--- src/hdl/nsbp_pkg.sv ---
`default_nettype none
package nsbp_pkg;
  // Timing
  localparam int CLK_MHZ     = 50;
  localparam int POWERUP_NS  = 2000;
  localparam int POWERUP_CYC = (POWERUP_NS * CLK_MHZ + 999) / 1000;
  localparam int PUP_W       = 8;

  // Array geometry
  localparam int ROW_W         = 16;
  localparam int BLK_W         = 9;
  localparam int BLK_LSB       = 6;
  localparam int REMAP_ENTRIES = 10;
  localparam int REMAP_IDX_W   = 4;
  localparam logic [3:0] BP_ALL_FROM = 4'ha;

  // APB register byte offsets
  localparam logic [7:0] ADDR_STATUS   = 8'h00;
  localparam logic [7:0] ADDR_PROTECT  = 8'h04;
  localparam logic [7:0] ADDR_CONFIG   = 8'h08;
  localparam logic [7:0] ADDR_FAIL_ROW = 8'h0c;
  localparam logic [7:0] ADDR_IRQ_STAT = 8'h10;
  localparam logic [7:0] ADDR_IRQ_MASK = 8'h14;
  localparam logic [7:0] ADDR_MAP_IDX  = 8'h18;
  localparam logic [7:0] ADDR_MAP_DATA = 8'h1c;

  // Status field positions
  localparam int BUSY_BIT_POSITION  = 0;
  localparam int LATCH_BIT_POSITION = 1;
  localparam int EFAIL_BIT          = 2;
  localparam int PFAIL_BIT          = 3;
  localparam int ECC_LSB            = 4;
  localparam int FULL_BIT           = 6;

  // Protect and config field positions, reset values
  localparam int TB_BIT      = 4;
  localparam int ECC_EN_BIT  = 0;
  localparam int CONT_BIT    = 1;
  localparam logic [4:0] PROTECT_RST = 5'h00;
  localparam logic       ECC_EN_RST  = 1'b1;
  localparam logic       CONT_RST    = 1'b0;

  // ECC outcome codes, also the class of one page
  localparam logic [1:0] ECC_CLEAN = 2'h0;
  localparam logic [1:0] ECC_FIXED = 2'h1;
  localparam logic [1:0] ECC_FAIL1 = 2'h2;
  localparam logic [1:0] ECC_FAILN = 2'h3;

  // Interrupt bits
  localparam int IRQ_W    = 4;
  localparam int IRQ_DONE = 0;
  localparam int IRQ_FAIL = 1;
  localparam int IRQ_ECC  = 2;
  localparam int IRQ_FULL = 3;

  typedef enum logic [3:0] {
    NSBP_OP_RESET     = 4'h0,
    NSBP_OP_WR_EN     = 4'h1,
    NSBP_OP_WR_DIS    = 4'h2,
    NSBP_OP_RD_STATUS = 4'h3,
    NSBP_OP_JEDEC_ID  = 4'h4,
    NSBP_OP_PAGE_READ = 4'h5,
    NSBP_OP_PROGRAM   = 4'h6,
    NSBP_OP_ERASE     = 4'h7,
    NSBP_OP_REMAP     = 4'h8,
    NSBP_OP_REMAP_OTP = 4'h9,
    NSBP_OP_CONT_READ = 4'ha,
    NSBP_OP_OTP_PROG  = 4'hb,
    NSBP_OP_OTP_LOCK  = 4'hc
  } nsbp_op_t;

  typedef enum logic [1:0] {
    NSBP_ST_POWERUP = 2'b00,
    NSBP_ST_IDLE    = 2'b01,
    NSBP_ST_BUSY    = 2'b10
  } nsbp_state_t;
endpackage
`default_nettype wire

--- src/hdl/nsbp_remap_table.sv ---
`timescale 1ns/1ps
`default_nettype none
module nsbp_remap_table
  import nsbp_pkg::*;
(
  input  wire logic                   pclk,
  input  wire logic                   presetn,
  input  wire logic                   wr_en,
  input  wire logic [ROW_W-1:0]       wr_logical,
  input  wire logic [ROW_W-1:0]       wr_phys,
  input  wire logic [REMAP_IDX_W-1:0] rd_index,
  output logic      [ROW_W-1:0]       rd_logical,
  output logic      [ROW_W-1:0]       rd_phys,
  output logic                        full
);
  logic [REMAP_IDX_W-1:0] used_q;
  logic [ROW_W-1:0]       logical_q [REMAP_ENTRIES];
  logic [ROW_W-1:0]       phys_q    [REMAP_ENTRIES];

  assign full = (used_q == REMAP_IDX_W'(REMAP_ENTRIES)); // RULE_02

  // Fill pointer; a write while full is dropped
  always_ff @(posedge pclk or negedge presetn) begin
    if (!presetn) begin
      used_q <= '0;
    end else if (wr_en && !full) begin // RULE_02
      used_q <= used_q + 1'b1;
    end
  end

  // One entry pairs a bad block with its replacement
  for (genvar i = 0; i < REMAP_ENTRIES; i++) begin : g_entry
    always_ff @(posedge pclk or negedge presetn) begin
      if (!presetn) begin
        logical_q[i] <= '0;
        phys_q[i]    <= '0;
      end else if (wr_en && !full && used_q == REMAP_IDX_W'(i)) begin // RULE_01
        logical_q[i] <= wr_logical;
        phys_q[i]    <= wr_phys;
      end
    end
  end

  // Out-of-range index reads as zero
  always_comb begin
    rd_logical = '0;
    rd_phys    = '0;
    if (rd_index < REMAP_IDX_W'(REMAP_ENTRIES)) begin
      rd_logical = logical_q[rd_index];
      rd_phys    = phys_q[rd_index];
    end
  end
endmodule // nsbp_remap_table
`default_nettype wire

--- src/hdl/nsbp_protect_decode.sv ---
`timescale 1ns/1ps
`default_nettype none
module nsbp_protect_decode
  import nsbp_pkg::*;
(
  input  wire logic             top_bottom_select,
  input  wire logic [3:0]       protect_code,
  input  wire logic [BLK_W-1:0] block,
  output logic                  is_protected
);
  logic [BLK_W:0] span;

  // Code n in 1..9 covers 2^(n-1) blocks at one end of the array
  always_comb begin
    span         = '0;
    is_protected = 1'b0;
    if (protect_code == 4'h0) begin
      is_protected = 1'b0; // RULE_16
    end else if (protect_code >= BP_ALL_FROM) begin
      is_protected = 1'b1; // RULE_16
    end else begin
      span = (BLK_W+1)'(1) << (protect_code - 4'h1);
      if (top_bottom_select) begin
        is_protected = ({1'b0, block} < span); // RULE_15
      end else begin
        is_protected = ({1'b0, block} >= ((BLK_W+1)'(1) << BLK_W) - span); // RULE_15
      end
    end
  end
endmodule // nsbp_protect_decode
`default_nettype wire

--- src/hdl/nsbp_top.sv ---
`timescale 1ns/1ps
`default_nettype none
// Summary of operation
// (RULE_01) Keep up to ten bad-block to replacement-block pairs.
// (RULE_02) Full flag resets low, rises at ten entries, then remaps are refused.
// (RULE_03) ECC field clears on reset; host ignores it with ECC disabled.
// (RULE_04) ECC 00 clean, 01 corrected, 10 one page uncorrectable.
// (RULE_05) ECC 11 means several uncorrectable pages, continuous read only.
// (RULE_06) Continuous read keeps the row of the latest failing page.
// (RULE_07) Fail flags set on failure or on locked, protected or OTP target.
// (RULE_08) Fail flags clear when program or erase starts and on reset.
// (RULE_09) Write-enable latch sits at status bit 1, set by write-enable.
// (RULE_10) Latch clears at power-up and after listed write-type instructions.
// (RULE_11) Busy at status bit 0 during power-up and internal operations.
// (RULE_12) While busy only status read and ID read are taken.
// (RULE_13) Busy clears when the internal operation finishes.
// (RULE_14) Reserved status bits read zero; writes to them do nothing.
// (RULE_15) Codes 1 to 9 protect 1/512 to 1/2, top or bottom anchored.
// (RULE_16) Code 0 protects nothing; codes 10 and up protect everything.
// (RULE_17) Continuous read ECC keeps the worst outcome across all pages.
// (RULE_18) Program or erase touching a protected block is ignored.
// (RULE_19) Status reads never change any flag, even while busy.
module nsbp_top
  import nsbp_pkg::*;
(
  input  wire logic             pclk,
  input  wire logic             presetn,
  input  wire logic             psel,
  input  wire logic             penable,
  input  wire logic             pwrite,
  input  wire logic [7:0]       paddr,
  input  wire logic [31:0]      pwdata,
  input  wire logic [3:0]       pstrb,
  output logic      [31:0]      prdata,
  output logic                  pready,
  output logic                  pslverr,
  input  wire logic             ins_valid,
  input  wire logic [3:0]       ins_op,
  input  wire logic [ROW_W-1:0] ins_row,
  input  wire logic [ROW_W-1:0] ins_phys,
  output logic                  ins_accept,
  input  wire logic             otp_locked,
  output logic                  op_start,
  output logic      [3:0]       op_code,
  output logic      [ROW_W-1:0] op_row,
  input  wire logic             op_done,
  input  wire logic             op_fail,
  input  wire logic             page_valid,
  input  wire logic [1:0]       page_class,
  input  wire logic [ROW_W-1:0] page_row,
  output logic                  irq
);
  nsbp_state_t      state_q;
  logic [PUP_W-1:0] pup_cnt_q;
  logic             wel_q;
  logic             pfail_q;
  logic             efail_q;
  logic [1:0]       ecc_q;
  logic [ROW_W-1:0] fail_row_q;
  logic [4:0]       protect_q;
  logic             ecc_en_q;
  logic             cont_q;
  logic [IRQ_W-1:0] irq_stat_q;
  logic [IRQ_W-1:0] irq_mask_q;
  logic [REMAP_IDX_W-1:0] map_idx_q;
  nsbp_op_t         cur_op_q;
  logic             full_q;
  logic             busy;
  logic             take;
  logic             target_prot;
  logic             table_full;
  logic             pe_op;
  logic             blocked;
  logic             launch;
  logic             remap_wr;
  logic [ROW_W-1:0] map_logical;
  logic [ROW_W-1:0] map_phys;
  logic [IRQ_W-1:0] irq_set;
  logic             apb_wr;
  logic             apb_rd;
  logic             mapped;
  logic [31:0]      status_word;

  assign busy = (state_q != NSBP_ST_IDLE); // RULE_11

  // Status and ID reads bypass the busy guard
  assign ins_accept = ins_valid && (!busy || ins_op == NSBP_OP_RD_STATUS ||
                                    ins_op == NSBP_OP_JEDEC_ID); // RULE_12
  assign take = ins_accept;

  assign pe_op = (ins_op == NSBP_OP_PROGRAM) || (ins_op == NSBP_OP_ERASE);

  // A program or erase on a protected block never starts
  assign blocked = (pe_op && target_prot) || // RULE_18
                   (ins_op == NSBP_OP_OTP_PROG && otp_locked) ||
                   ((ins_op == NSBP_OP_REMAP || ins_op == NSBP_OP_REMAP_OTP) &&
                    table_full); // RULE_02

  // Array operations need the latch; reads always launch
  always_comb begin
    launch = 1'b0;
    if (take && !blocked) begin
      case (ins_op)
        NSBP_OP_PAGE_READ, NSBP_OP_CONT_READ: launch = 1'b1;
        NSBP_OP_PROGRAM, NSBP_OP_ERASE, NSBP_OP_REMAP, NSBP_OP_REMAP_OTP,
        NSBP_OP_OTP_PROG, NSBP_OP_OTP_LOCK: launch = wel_q;
        default: launch = 1'b0;
      endcase
    end
  end

  assign remap_wr = launch &&
                    (ins_op == NSBP_OP_REMAP || ins_op == NSBP_OP_REMAP_OTP); // RULE_01

  nsbp_protect_decode u_protect (
    .top_bottom_select (protect_q[TB_BIT]),
    .protect_code      (protect_q[3:0]),
    .block             (ins_row[BLK_LSB +: BLK_W]),
    .is_protected      (target_prot)
  );

  nsbp_remap_table u_remap (
    .pclk       (pclk),
    .presetn    (presetn),
    .wr_en      (remap_wr),
    .wr_logical (ins_row),
    .wr_phys    (ins_phys),
    .rd_index   (map_idx_q),
    .rd_logical (map_logical),
    .rd_phys    (map_phys),
    .full       (table_full)
  );

  // Busy sequencer: power-up hold, then one operation at a time
  always_ff @(posedge pclk or negedge presetn) begin
    if (!presetn) begin
      state_q   <= NSBP_ST_POWERUP;
      pup_cnt_q <= '0;
    end else begin
      case (state_q)
        NSBP_ST_POWERUP: begin
          pup_cnt_q <= pup_cnt_q + 1'b1;
          if (pup_cnt_q == PUP_W'(POWERUP_CYC - 1)) begin
            state_q <= NSBP_ST_IDLE; // RULE_11
          end
        end
        NSBP_ST_IDLE: begin
          if (launch) begin
            state_q <= NSBP_ST_BUSY; // RULE_11
          end
        end
        NSBP_ST_BUSY: begin
          if (op_done) begin
            state_q <= NSBP_ST_IDLE; // RULE_13
          end
        end
        default: state_q <= NSBP_ST_IDLE;
      endcase
    end
  end

  // Operation handed to the array engine, one-cycle start pulse
  always_ff @(posedge pclk or negedge presetn) begin
    if (!presetn) begin
      op_start <= 1'b0;
      op_code  <= NSBP_OP_RESET;
      op_row   <= '0;
      cur_op_q <= NSBP_OP_RESET;
    end else begin
      op_start <= launch;
      if (launch) begin
        op_code  <= ins_op;
        op_row   <= ins_row;
        cur_op_q <= nsbp_op_t'(ins_op);
      end
    end
  end

  // Write-enable latch
  always_ff @(posedge pclk or negedge presetn) begin
    if (!presetn) begin
      wel_q <= 1'b0; // RULE_10
    end else if (take) begin
      case (ins_op)
        NSBP_OP_WR_EN: wel_q <= 1'b1; // RULE_09
        NSBP_OP_WR_DIS, NSBP_OP_PROGRAM, NSBP_OP_ERASE,
        NSBP_OP_PAGE_READ, NSBP_OP_REMAP_OTP: wel_q <= 1'b0; // RULE_10
        default: wel_q <= wel_q;
      endcase
    end
  end

  // Fail flags: a set in the same cycle as a clear wins
  always_ff @(posedge pclk or negedge presetn) begin
    if (!presetn) begin
      pfail_q <= 1'b0;
      efail_q <= 1'b0;
    end else begin
      if (take && (pe_op || ins_op == NSBP_OP_RESET)) begin
        pfail_q <= 1'b0; // RULE_08
        efail_q <= 1'b0; // RULE_08
      end
      if (take && blocked && (ins_op == NSBP_OP_PROGRAM ||
                              ins_op == NSBP_OP_OTP_PROG)) begin
        pfail_q <= 1'b1; // RULE_07
      end
      if (take && blocked && ins_op == NSBP_OP_ERASE) begin
        efail_q <= 1'b1; // RULE_07
      end
      if (state_q == NSBP_ST_BUSY && op_done && op_fail) begin
        if (cur_op_q == NSBP_OP_ERASE) begin
          efail_q <= 1'b1; // RULE_07
        end else if (cur_op_q == NSBP_OP_PROGRAM || cur_op_q == NSBP_OP_OTP_PROG) begin
          pfail_q <= 1'b1; // RULE_07
        end
      end
    end
  end

  // Cumulative ECC outcome; worst case wins across pages
  always_ff @(posedge pclk or negedge presetn) begin
    if (!presetn) begin
      ecc_q      <= ECC_CLEAN; // RULE_03
      fail_row_q <= '0;
    end else if (take && ins_op == NSBP_OP_RESET) begin
      ecc_q <= ECC_CLEAN; // RULE_03
    end else if (launch && (ins_op == NSBP_OP_PAGE_READ ||
                            ins_op == NSBP_OP_CONT_READ)) begin
      ecc_q <= ECC_CLEAN;
    end else if (page_valid && ecc_en_q) begin
      if (page_class == ECC_FAIL1 || page_class == ECC_FAILN) begin
        if (cont_q) begin
          fail_row_q <= page_row; // RULE_06
        end
        if (cont_q && ecc_q[1]) begin
          ecc_q <= ECC_FAILN; // RULE_05
        end else if (!ecc_q[1]) begin
          ecc_q <= ECC_FAIL1; // RULE_04
        end
      end else if (page_class == ECC_FIXED && ecc_q == ECC_CLEAN) begin
        ecc_q <= ECC_FIXED; // RULE_17
      end
    end
  end

  // Remembers the full flag to catch its rising edge
  always_ff @(posedge pclk or negedge presetn) begin
    if (!presetn) begin
      full_q <= 1'b0;
    end else begin
      full_q <= table_full;
    end
  end

  // Interrupt sources
  always_comb begin
    irq_set           = '0;
    irq_set[IRQ_DONE] = (state_q == NSBP_ST_BUSY) && op_done;
    irq_set[IRQ_FAIL] = ((state_q == NSBP_ST_BUSY) && op_done && op_fail) ||
                        (take && blocked && (pe_op || ins_op == NSBP_OP_OTP_PROG));
    irq_set[IRQ_ECC]  = page_valid && ecc_en_q && page_class[1];
    irq_set[IRQ_FULL] = table_full && !full_q;
  end

  // APB decode; zero wait states, access phase completes at once
  assign pready = 1'b1;
  assign apb_wr = psel && penable && pwrite;
  assign apb_rd = psel && !penable && !pwrite;
  always_comb begin
    case (paddr)
      ADDR_STATUS, ADDR_PROTECT, ADDR_CONFIG, ADDR_FAIL_ROW,
      ADDR_IRQ_STAT, ADDR_IRQ_MASK, ADDR_MAP_IDX, ADDR_MAP_DATA: mapped = 1'b1;
      default: mapped = 1'b0;
    endcase
  end
  assign pslverr = psel && penable && !mapped;

  // Sticky status: write one to clear, a new event wins over the clear
  always_ff @(posedge pclk or negedge presetn) begin
    if (!presetn) begin
      irq_stat_q <= '0;
    end else if (apb_wr && paddr == ADDR_IRQ_STAT && pstrb[0]) begin
      irq_stat_q <= (irq_stat_q & ~pwdata[IRQ_W-1:0]) | irq_set;
    end else begin
      irq_stat_q <= irq_stat_q | irq_set;
    end
  end

  assign irq = |(irq_stat_q & irq_mask_q);

  // Software-written controls; only the low byte holds fields
  always_ff @(posedge pclk or negedge presetn) begin
    if (!presetn) begin
      protect_q  <= PROTECT_RST;
      ecc_en_q   <= ECC_EN_RST;
      cont_q     <= CONT_RST;
      irq_mask_q <= '0;
      map_idx_q  <= '0;
    end else if (apb_wr && pstrb[0]) begin
      case (paddr)
        ADDR_PROTECT:  protect_q  <= pwdata[4:0]; // RULE_14
        ADDR_CONFIG: begin
          ecc_en_q <= pwdata[ECC_EN_BIT];
          cont_q   <= pwdata[CONT_BIT];
        end
        ADDR_IRQ_MASK: irq_mask_q <= pwdata[IRQ_W-1:0];
        ADDR_MAP_IDX:  map_idx_q  <= pwdata[REMAP_IDX_W-1:0];
        default: map_idx_q <= map_idx_q;
      endcase
    end
  end

  // Status word; reserved bits read zero
  always_comb begin
    status_word                         = '0;
    status_word[BUSY_BIT_POSITION]      = busy; // RULE_11
    status_word[LATCH_BIT_POSITION]     = wel_q; // RULE_09
    status_word[EFAIL_BIT]              = efail_q;
    status_word[PFAIL_BIT]              = pfail_q;
    status_word[ECC_LSB +: 2]           = ecc_q;
    status_word[FULL_BIT]               = table_full; // RULE_02
  end

  // Read data captured in the setup cycle; reads have no side effects
  always_ff @(posedge pclk or negedge presetn) begin
    if (!presetn) begin
      prdata <= '0;
    end else if (apb_rd) begin
      case (paddr)
        ADDR_STATUS:   prdata <= status_word; // RULE_19
        ADDR_PROTECT:  prdata <= {27'h0000000, protect_q};
        ADDR_CONFIG:   prdata <= {30'h00000000, cont_q, ecc_en_q};
        ADDR_FAIL_ROW: prdata <= {16'h0000, fail_row_q}; // RULE_06
        ADDR_IRQ_STAT: prdata <= {28'h0000000, irq_stat_q};
        ADDR_IRQ_MASK: prdata <= {28'h0000000, irq_mask_q};
        ADDR_MAP_IDX:  prdata <= {28'h0000000, map_idx_q};
        ADDR_MAP_DATA: prdata <= {map_phys, map_logical};
        default:       prdata <= '0;
      endcase
    end
  end
endmodule // nsbp_top
`default_nettype wire

--- config.mk ---
export PLATFORM = sky130hd
export DESIGN_NAME = nsbp_top
export DESIGN_NICKNAME = d
export VERILOG_FILES = /design/src/hdl/nsbp_pkg.sv /design/src/hdl/nsbp_remap_table.sv /design/src/hdl/nsbp_protect_decode.sv /design/src/hdl/nsbp_top.sv
export SDC_FILE = /design/constraint.sdc
export NUM_CORES = 1
export LEC_CHECK = 0
export ABC_CLOCK_PERIOD_IN_PS = 9400
export BUFFER_PORTS_ARGS = -buffer_cell sky130_fd_sc_hd__buf_2
export CAP_MARGIN = 0
export CORE_MARGIN = 8
export CORE_UTILIZATION = 35
export DETAILED_ROUTE_END_ITERATION = 10
export PLACE_DENSITY = 0.62
export SETUP_SLACK_MARGIN = 0.1
export SYNTH_ARGS = -nofsm -noshare
export SYNTH_HDL_FRONTEND = slang
export SYNTH_HIERARCHICAL = 1
export SYNTH_SLANG_ARGS = --single-unit
--- constraint.sdc ---
create_clock -name pclk -period 9.4 [get_ports pclk]
set_clock_uncertainty 0.05 [all_clocks]
set_input_delay 0.47 -clock pclk [delete_from_list [all_inputs] [get_ports pclk]]
set_output_delay 0.47 -clock pclk [all_outputs]
set_load 0.05 [all_outputs]
==> flow_metrics.env, run 1 <==
export IMPL_status="completed"
export IMPL_ir_worst_vdd_mv=0.222
export IMPL_fp_dieW_um=262
export IMPL_first_pass_iters=7
export IMPL_crit_family="simple AND/OR/NAND/NOR gates"
export IMPL_cts_path_max_buffers=3
export IMPL_seq_area_frac_synth_pct=50.8
export IMPL_worst_pin_slew_ps=1020
export IMPL_hold_viol=0
export IMPL_start_kind="register"
export IMPL_ys_top_cells_by_area="dfrtp_1, mux2_2, mux2_4"
export IMPL_wirelength_um=52400
export IMPL_dp_cells=2352
export IMPL_numPortBuffers=133
export IMPL_area_delta_synth_final_pct=13.2
export IMPL_ys_seq_elements=428
export IMPL_dp_hpwl_um=32000
export IMPL_hold_path_class="in2reg"
export IMPL_num_rows=90
export IMPL_initial_core_util_pct=35.2
export IMPL_clock_latency_ps=590
export IMPL_relSlewSlack_pct=31.9
export IMPL_critical_path_buf_inv_count=1
export IMPL_crit_type="reg2reg"
export IMPL_root_buffer="clkbuf_16"
export IMPL_fmax_mhz=152
export IMPL_post_synth_top_area_cell="dfrtp_1"
export IMPL_placed_cell_area_um2=22200
export IMPL_avgSynthCellArea_um2=13.7
export IMPL_synth_edff_count=0
export IMPL_yosys_warnings=6
export IMPL_multi_input_area_um2=9520
export IMPL_syn_inst=1542
export IMPL_cts_tree="yes"
export IMPL_grt_pass1_vias=13700
export IMPL_fin_ws_ps=2830
export IMPL_drc=0
export IMPL_wl_per_cell_um=21.5
export IMPL_critPathCaptureType="register"
export IMPL_cts_setup_buffers=0
export IMPL_path_cells="nor2b_1, nand2_1, ha_1, nand3_1, xor2_1, ha_1, a21o_1, a21oi_1, a21oi_1, o221a_2, and4b_1, a221oi_4, o211ai_4, nor4_1, nor2b_1, and3b_2, buf_4, mux2_2"
export IMPL_synth_main_ff_cell="dfrtp_1"
export IMPL_fillers=5596
export IMPL_p_leak_nw=11.2
export IMPL_pwr_density_cell_nw_per_um2=201
export IMPL_cts_clk_slew_worst_paths_ps=60
export IMPL_htreeDepth=2
export IMPL_nets=1750
export IMPL_cpPeakStageDelay_ps=830
export IMPL_rsz0062_at_grt="no"
export IMPL_core_um2=60000
export IMPL_synth_top_area_share_pct=50.6
export IMPL_viasPerCell=5.28
export IMPL_cts_sinks=428
export IMPL_cp_max_fo=24
export IMPL_fin_crit_sh_pct=69.9
export IMPL_synth_common_cells="dfrtp_1, mux2_2, mux2i_1"
export IMPL_yosysMostFrequentCell="dfrtp_1"
export IMPL_numCtsBuffers=46
export IMPL_ios=165
export IMPL_period_needed_ps=6570
export IMPL_synth_area_um2=21100
export IMPL_die_y_um=262
export IMPL_dieArea_um2=68400
export IMPL_grt_pass1_wl_um=82200
export IMPL_routabilityCongestion=0.856
export IMPL_ant_nets=0
export IMPL_drt_iter0_drc=768
export IMPL_utilization_pct=39.8
export IMPL_hold_buffers=1
export IMPL_fin_cells=2436
export IMPL_drive_above_1_share_pct=38.9
export IMPL_grt_max_degree=161
export IMPL_pre_cts_slack_ps=2820
export IMPL_fin_area_um2=23900
export IMPL_vias=12900
export IMPL_regArea_um2=10700
export IMPL_async_reset_ff_share_pct=100
export IMPL_synth_cell_types=80
export IMPL_critical_path_required_ps=9810
export IMPL_grtUsageTotal_pct=15.3
export IMPL_drv_cap=0
export IMPL_slew_viol_final=0
export IMPL_syn_nets=1673
export IMPL_crit_arrival_ps=6980
export IMPL_overflow=0
export IMPL_cts_repair_resized=0
export IMPL_cpMaxStageDelayCell="and3b_2"
export IMPL_grt_antenna_before_repair=2
export IMPL_setup_viol=0
export IMPL_tns_ps=0
-- per-stage QoR --
step / total power, W / hold WS, ps
after detailed placement: 0.00282 / 408
after CTS: 0.00486 / 17.3
after global placement: 0.00280 / 411
final: 0.00481 / 56.2
after floorplan: 0.00260 / 124
after global routing: 0.00501 / 37.4
-- worst paths after layout --
path / from / end / slack [ps] / depth (start not counted)
max: protect_q[3] / u_remap/phys_q[127] / 2830 / 18
min: page_class[1] / ecc_q[0] / 60 / 2
max reg2reg: protect_q[3] / u_remap/phys_q[127] / 2830 / 18
min reg2reg: pup_cnt_q[7] / pup_cnt_q[7] / 420 / 1
max in group asynchronous: presetn / pup_cnt_q[1] / 6790 / 4
min in group asynchronous: presetn / u_remap/phys_q[5] / 480 / 2
-- area by class of cell --
class	count	share of cell area, %
antenna	1	0.0105
clock buffer	66	5.77
clock inverter	16	1.34
inverter	17	0.267
multi-input combinational	969	39.9
sequential	428	44.9
tap	782	4.10
timing repair buffer	157	3.75
-- per-layer routing --
layer  global-route usage [%]  share of wire (%)  routed length [um]
met3                     3.46                5.2                2720
met4                     3.15                1.5                 786
met2                     24.7                 46               24200
met1                     21.1                 47               24600
met5                        0              0.044                  23
-- where the power goes --
group	internal, W	leakage [nW]	switching, W
clock	0.00126	0.820	0.000756
combinational	0.000283	4.48	0.000436
sequential	0.00198	5.90	0.0000940
total	0.00352	11.2	0.00129
-- cells by family (layout without fill, tap and decap cells) --
group                    Yosys count  count (layout)  synth area share [%]
multiplexers                     548             548                  31.4
other                              1               2                0.0178
adder cells (fa/ha/maj)           23              23                  1.36
AO/OA/AOI/OAI                    203             203                  6.89
flip-flops                       428             428                  50.8
XOR/XNOR                          14              14                 0.581
buffers and inverters            145             256                  4.13
AND/OR/NAND/NOR                  180             180                  4.82
-- layout by cell type (no fill, tap or decap), drive strengths merged, types with 5 or more instances in the layout --
cell type	count
buf	156
a22oi	30
xor2	5
mux2	378
inv	18
nand3	18
a21oi	9
nor3	5
mux2i	161
ha	23
o22ai	48
o21ai	48
a221oi	10
xnor2	9
nand2	64
clkbuf	66
nand4	7
nor2b	17
mux4	9
nor2	28
a21o	5
dfrtp	427
nand2b	5
a22o	20
a32oi	5
bufinv	9
-- flip-flops by register name, summed over array words and instances, names as in the netlist, 2 cells and up --
name               flops
u_remap/phys_q       160
u_remap/logical_q    160
pup_cnt_q              8
op_row                16
cur_op_q               4
state_q                2
map_idx_q              4
protect_q              5
fail_row_q            16
u_remap/used_q         4
prdata                32
irq_stat_q             4
ecc_q                  2
irq_mask_q             4
Note: power is estimated with default switching activity, not from simulation.
==> inputs of run 2 (changes only) <==
--- a/config.mk
+++ b/config.mk
@@ -5,7 +5,7 @@
 export SDC_FILE = /design/constraint.sdc
 export NUM_CORES = 1
 export LEC_CHECK = 0
-export ABC_CLOCK_PERIOD_IN_PS = 9400
+export ABC_CLOCK_PERIOD_IN_PS = 6650
 export BUFFER_PORTS_ARGS = -buffer_cell sky130_fd_sc_hd__buf_2
 export CAP_MARGIN = 0
 export CORE_MARGIN = 8
==> constraint.sdc (replaced) <==
create_clock -name pclk -period 6.65 [get_ports pclk]
set_clock_uncertainty 0.05 [all_clocks]
set_input_delay 0.3325 -clock pclk [delete_from_list [all_inputs] [get_ports pclk]]
set_output_delay 0.3325 -clock pclk [all_outputs]
set_load 0.05 [all_outputs]
==> run 2 against run 1 <==
  * Worst setup slack lost 2100 ps
  * Via count grew 0.49%
  * First-iteration DRC count grew 17%
  * Global-route usage is essentially flat
  * Utilization grew 0.16 points
  * Clock power grew 29%
==> flow_metrics.env, run 2 (synthesis results as in run 1) <==
export IMPL_status="completed"
export IMPL_htreeDepth=2
export IMPL_dp_hpwl_um=32800
export IMPL_start_kind="register"
export IMPL_grt_pass1_vias=13700
export IMPL_rsz0062_at_grt="no"
export IMPL_clock_latency_ps=580
export IMPL_pre_cts_slack_ps=818
export IMPL_area_delta_synth_final_pct=13.6
export IMPL_critical_path_required_ps=7040
export IMPL_fin_area_um2=24000
export IMPL_pwr_density_cell_nw_per_um2=274
export IMPL_p_leak_nw=11.2
export IMPL_wl_met2_um=24100
export IMPL_cpMaxStageDelayCell="dfrtp_1"
export IMPL_grt_max_degree=182
export IMPL_drt_iter0_drc=897
export IMPL_worst_pin_slew_ps=991
export IMPL_crit_family="simple AND/OR/NAND/NOR gates"
export IMPL_mostFrequentLayoutCell="dfrtp_1"
export IMPL_routed_top_layer="met5"
export IMPL_fillers=5641
export IMPL_layout_common_cells="dfrtp_1, mux2_2, mux2i_1, mux2_4, buf_2"
export IMPL_period_needed_ps=5930
export IMPL_cp_max_fo=16
export IMPL_grt_pass1_wl_um=82800
export IMPL_overflow=0
export IMPL_wirelength_um=52400
export IMPL_setup_viol=0
export IMPL_drive_above_1_share_pct=38.4
export IMPL_root_buffer="clkbuf_16"
export IMPL_core_um2=60000
export IMPL_fmax_mhz=169
export IMPL_cts_setup_buffers=0
export IMPL_initial_core_util_pct=35.2
export IMPL_drc=0
export IMPL_die_y_um=262
export IMPL_relSlewSlack_pct=33.9
export IMPL_crit_type="reg2reg"
export IMPL_placed_cell_area_um2=22200
export IMPL_ant_nets=0
export IMPL_hold_path_class="in2reg"
export IMPL_slew_viol_final=0
export IMPL_ios=165
export IMPL_fp_dieW_um=262
export IMPL_first_pass_iters=5
export IMPL_met1Wirelength_um=25100
export IMPL_nets=1775
export IMPL_critical_path_buf_inv_count=2
export IMPL_wl_met3_um=2520
export IMPL_dieArea_um2=68400
export IMPL_grtUsageTotal_pct=15.3
export IMPL_routabilityCongestion=0.830
export IMPL_fin_ws_ps=717
export IMPL_crit_arrival_ps=6320
export IMPL_numPortBuffers=133
export IMPL_drv_cap=0
export IMPL_grt_antenna_before_repair=3
export IMPL_fin_crit_sh_pct=89.2
export IMPL_cts_tree="yes"
export IMPL_cts_sinks=428
export IMPL_wl_per_cell_um=21.4
export IMPL_cpPeakStageDelay_ps=660
export IMPL_tns_ps=0
export IMPL_ir_worst_vdd_mv=0.352
export IMPL_cts_clk_slew_worst_paths_ps=60
export IMPL_num_rows=90
export IMPL_numCtsBuffers=46
export IMPL_largestRegisters="u_remap/logical_q: 160 flops, u_remap/phys_q: 160 flops, prdata: 32 flops"
export IMPL_critPathCaptureType="register"
export IMPL_path_cells="nor2b_1, nand2_1, ha_1, nand3_1, xor2_1, ha_1, a21o_1, a21oi_1, a21oi_1, o221a_2, and4b_1, a221oi_4, o211ai_4, nor4_1, buf_4, nor2b_1, nand2_1, nor2_4, buf_4, mux2_2"
export IMPL_cts_path_max_buffers=3
export IMPL_hold_viol=0
export IMPL_vias=12900
export IMPL_viasPerCell=5.27
-- run 2: cell types whose count changed in the layout (fill, tap and decap cells not counted), moves of 2 or more --
cell,before,now
buf_4,20,23
clkbuf_8,13,10
buf_12,3,6
clkbuf_16,47,49
clkinvlp_4,4,1
clkinv_2,2,5
dlygate4sd3_1,1,20
bufinv_16,9,3
-- run 2: through the flow --
| step | power (W) | utilization [%] | instances | hold WS [ps] |
|---|---|---|---|---|
| after floorplan | 0.00368 | - | 1542 | -13.1 |
| after global placement | 0.00397 | 37.1 | 2358 | 404 |
| after detailed placement | 0.00399 | 37.1 | 2358 | 410 |
| after CTS | 0.00664 | 39.9 | 2453 | 18.5 |
| after global routing | 0.00685 | 39.9 | 2453 | 5.53 |
| final | 0.00657 | 39.9 | 2454 | 38.7 |
-- run 2: power by group --
part	switching [W]	internal, W	total, W
logic	0.000625	0.000408	0.00103
registers	0.000135	0.00279	0.00293
clock network	0.00105	0.00155	0.00261
total	0.00181	0.00475	0.00657
-- run 2: layer usage --
layer	track usage, %	vias up
li1	-	5837
met1	21.7	6771
met2	24.3	273
met3	3.38	52
met4	2.44	2
met5	0	-
-- run 2: tightest hold or removal path, cell delays in order --
cell	delay [ps]
buf_2	140
nand2_1	60
a21o_1	100
-- run 2: what timing repair did --
action                                 CTS  global route
setup endpoints to repair                0             0
hold buffers                            20             0
endpoints found under the hold margin  133             0
resized for setup                        0             0
-- run 2: path summary, 6_finish.rpt --
check	startpoint	to	slack (ps)	depth (start not counted)
setup reg to reg	protect_q[3]	u_remap/logical_q[96]	720	20
hold reg to reg	prdata[13]	prdata[13]	430	2
max in group asynchronous	presetn	u_remap/phys_q[14]	4710	3
hold / removal	pwdata[2]	irq_stat_q[2]	40	3
setup / recovery	protect_q[3]	u_remap/logical_q[96]	720	20
min in group asynchronous	presetn	u_remap/phys_q[5]	340	2
-- run 2: final cells by class --
class,count,area [um2],area share (%)
antenna,1,2.50,0.0104
clock buffer,65,1390,5.78
clock inverter,10,131,0.548
inverter,17,63.8,0.266
multi-input combinational,969,9520,39.7
sequential,428,10700,44.7
tap,782,978,4.08
timing repair buffer,182,1170,4.88
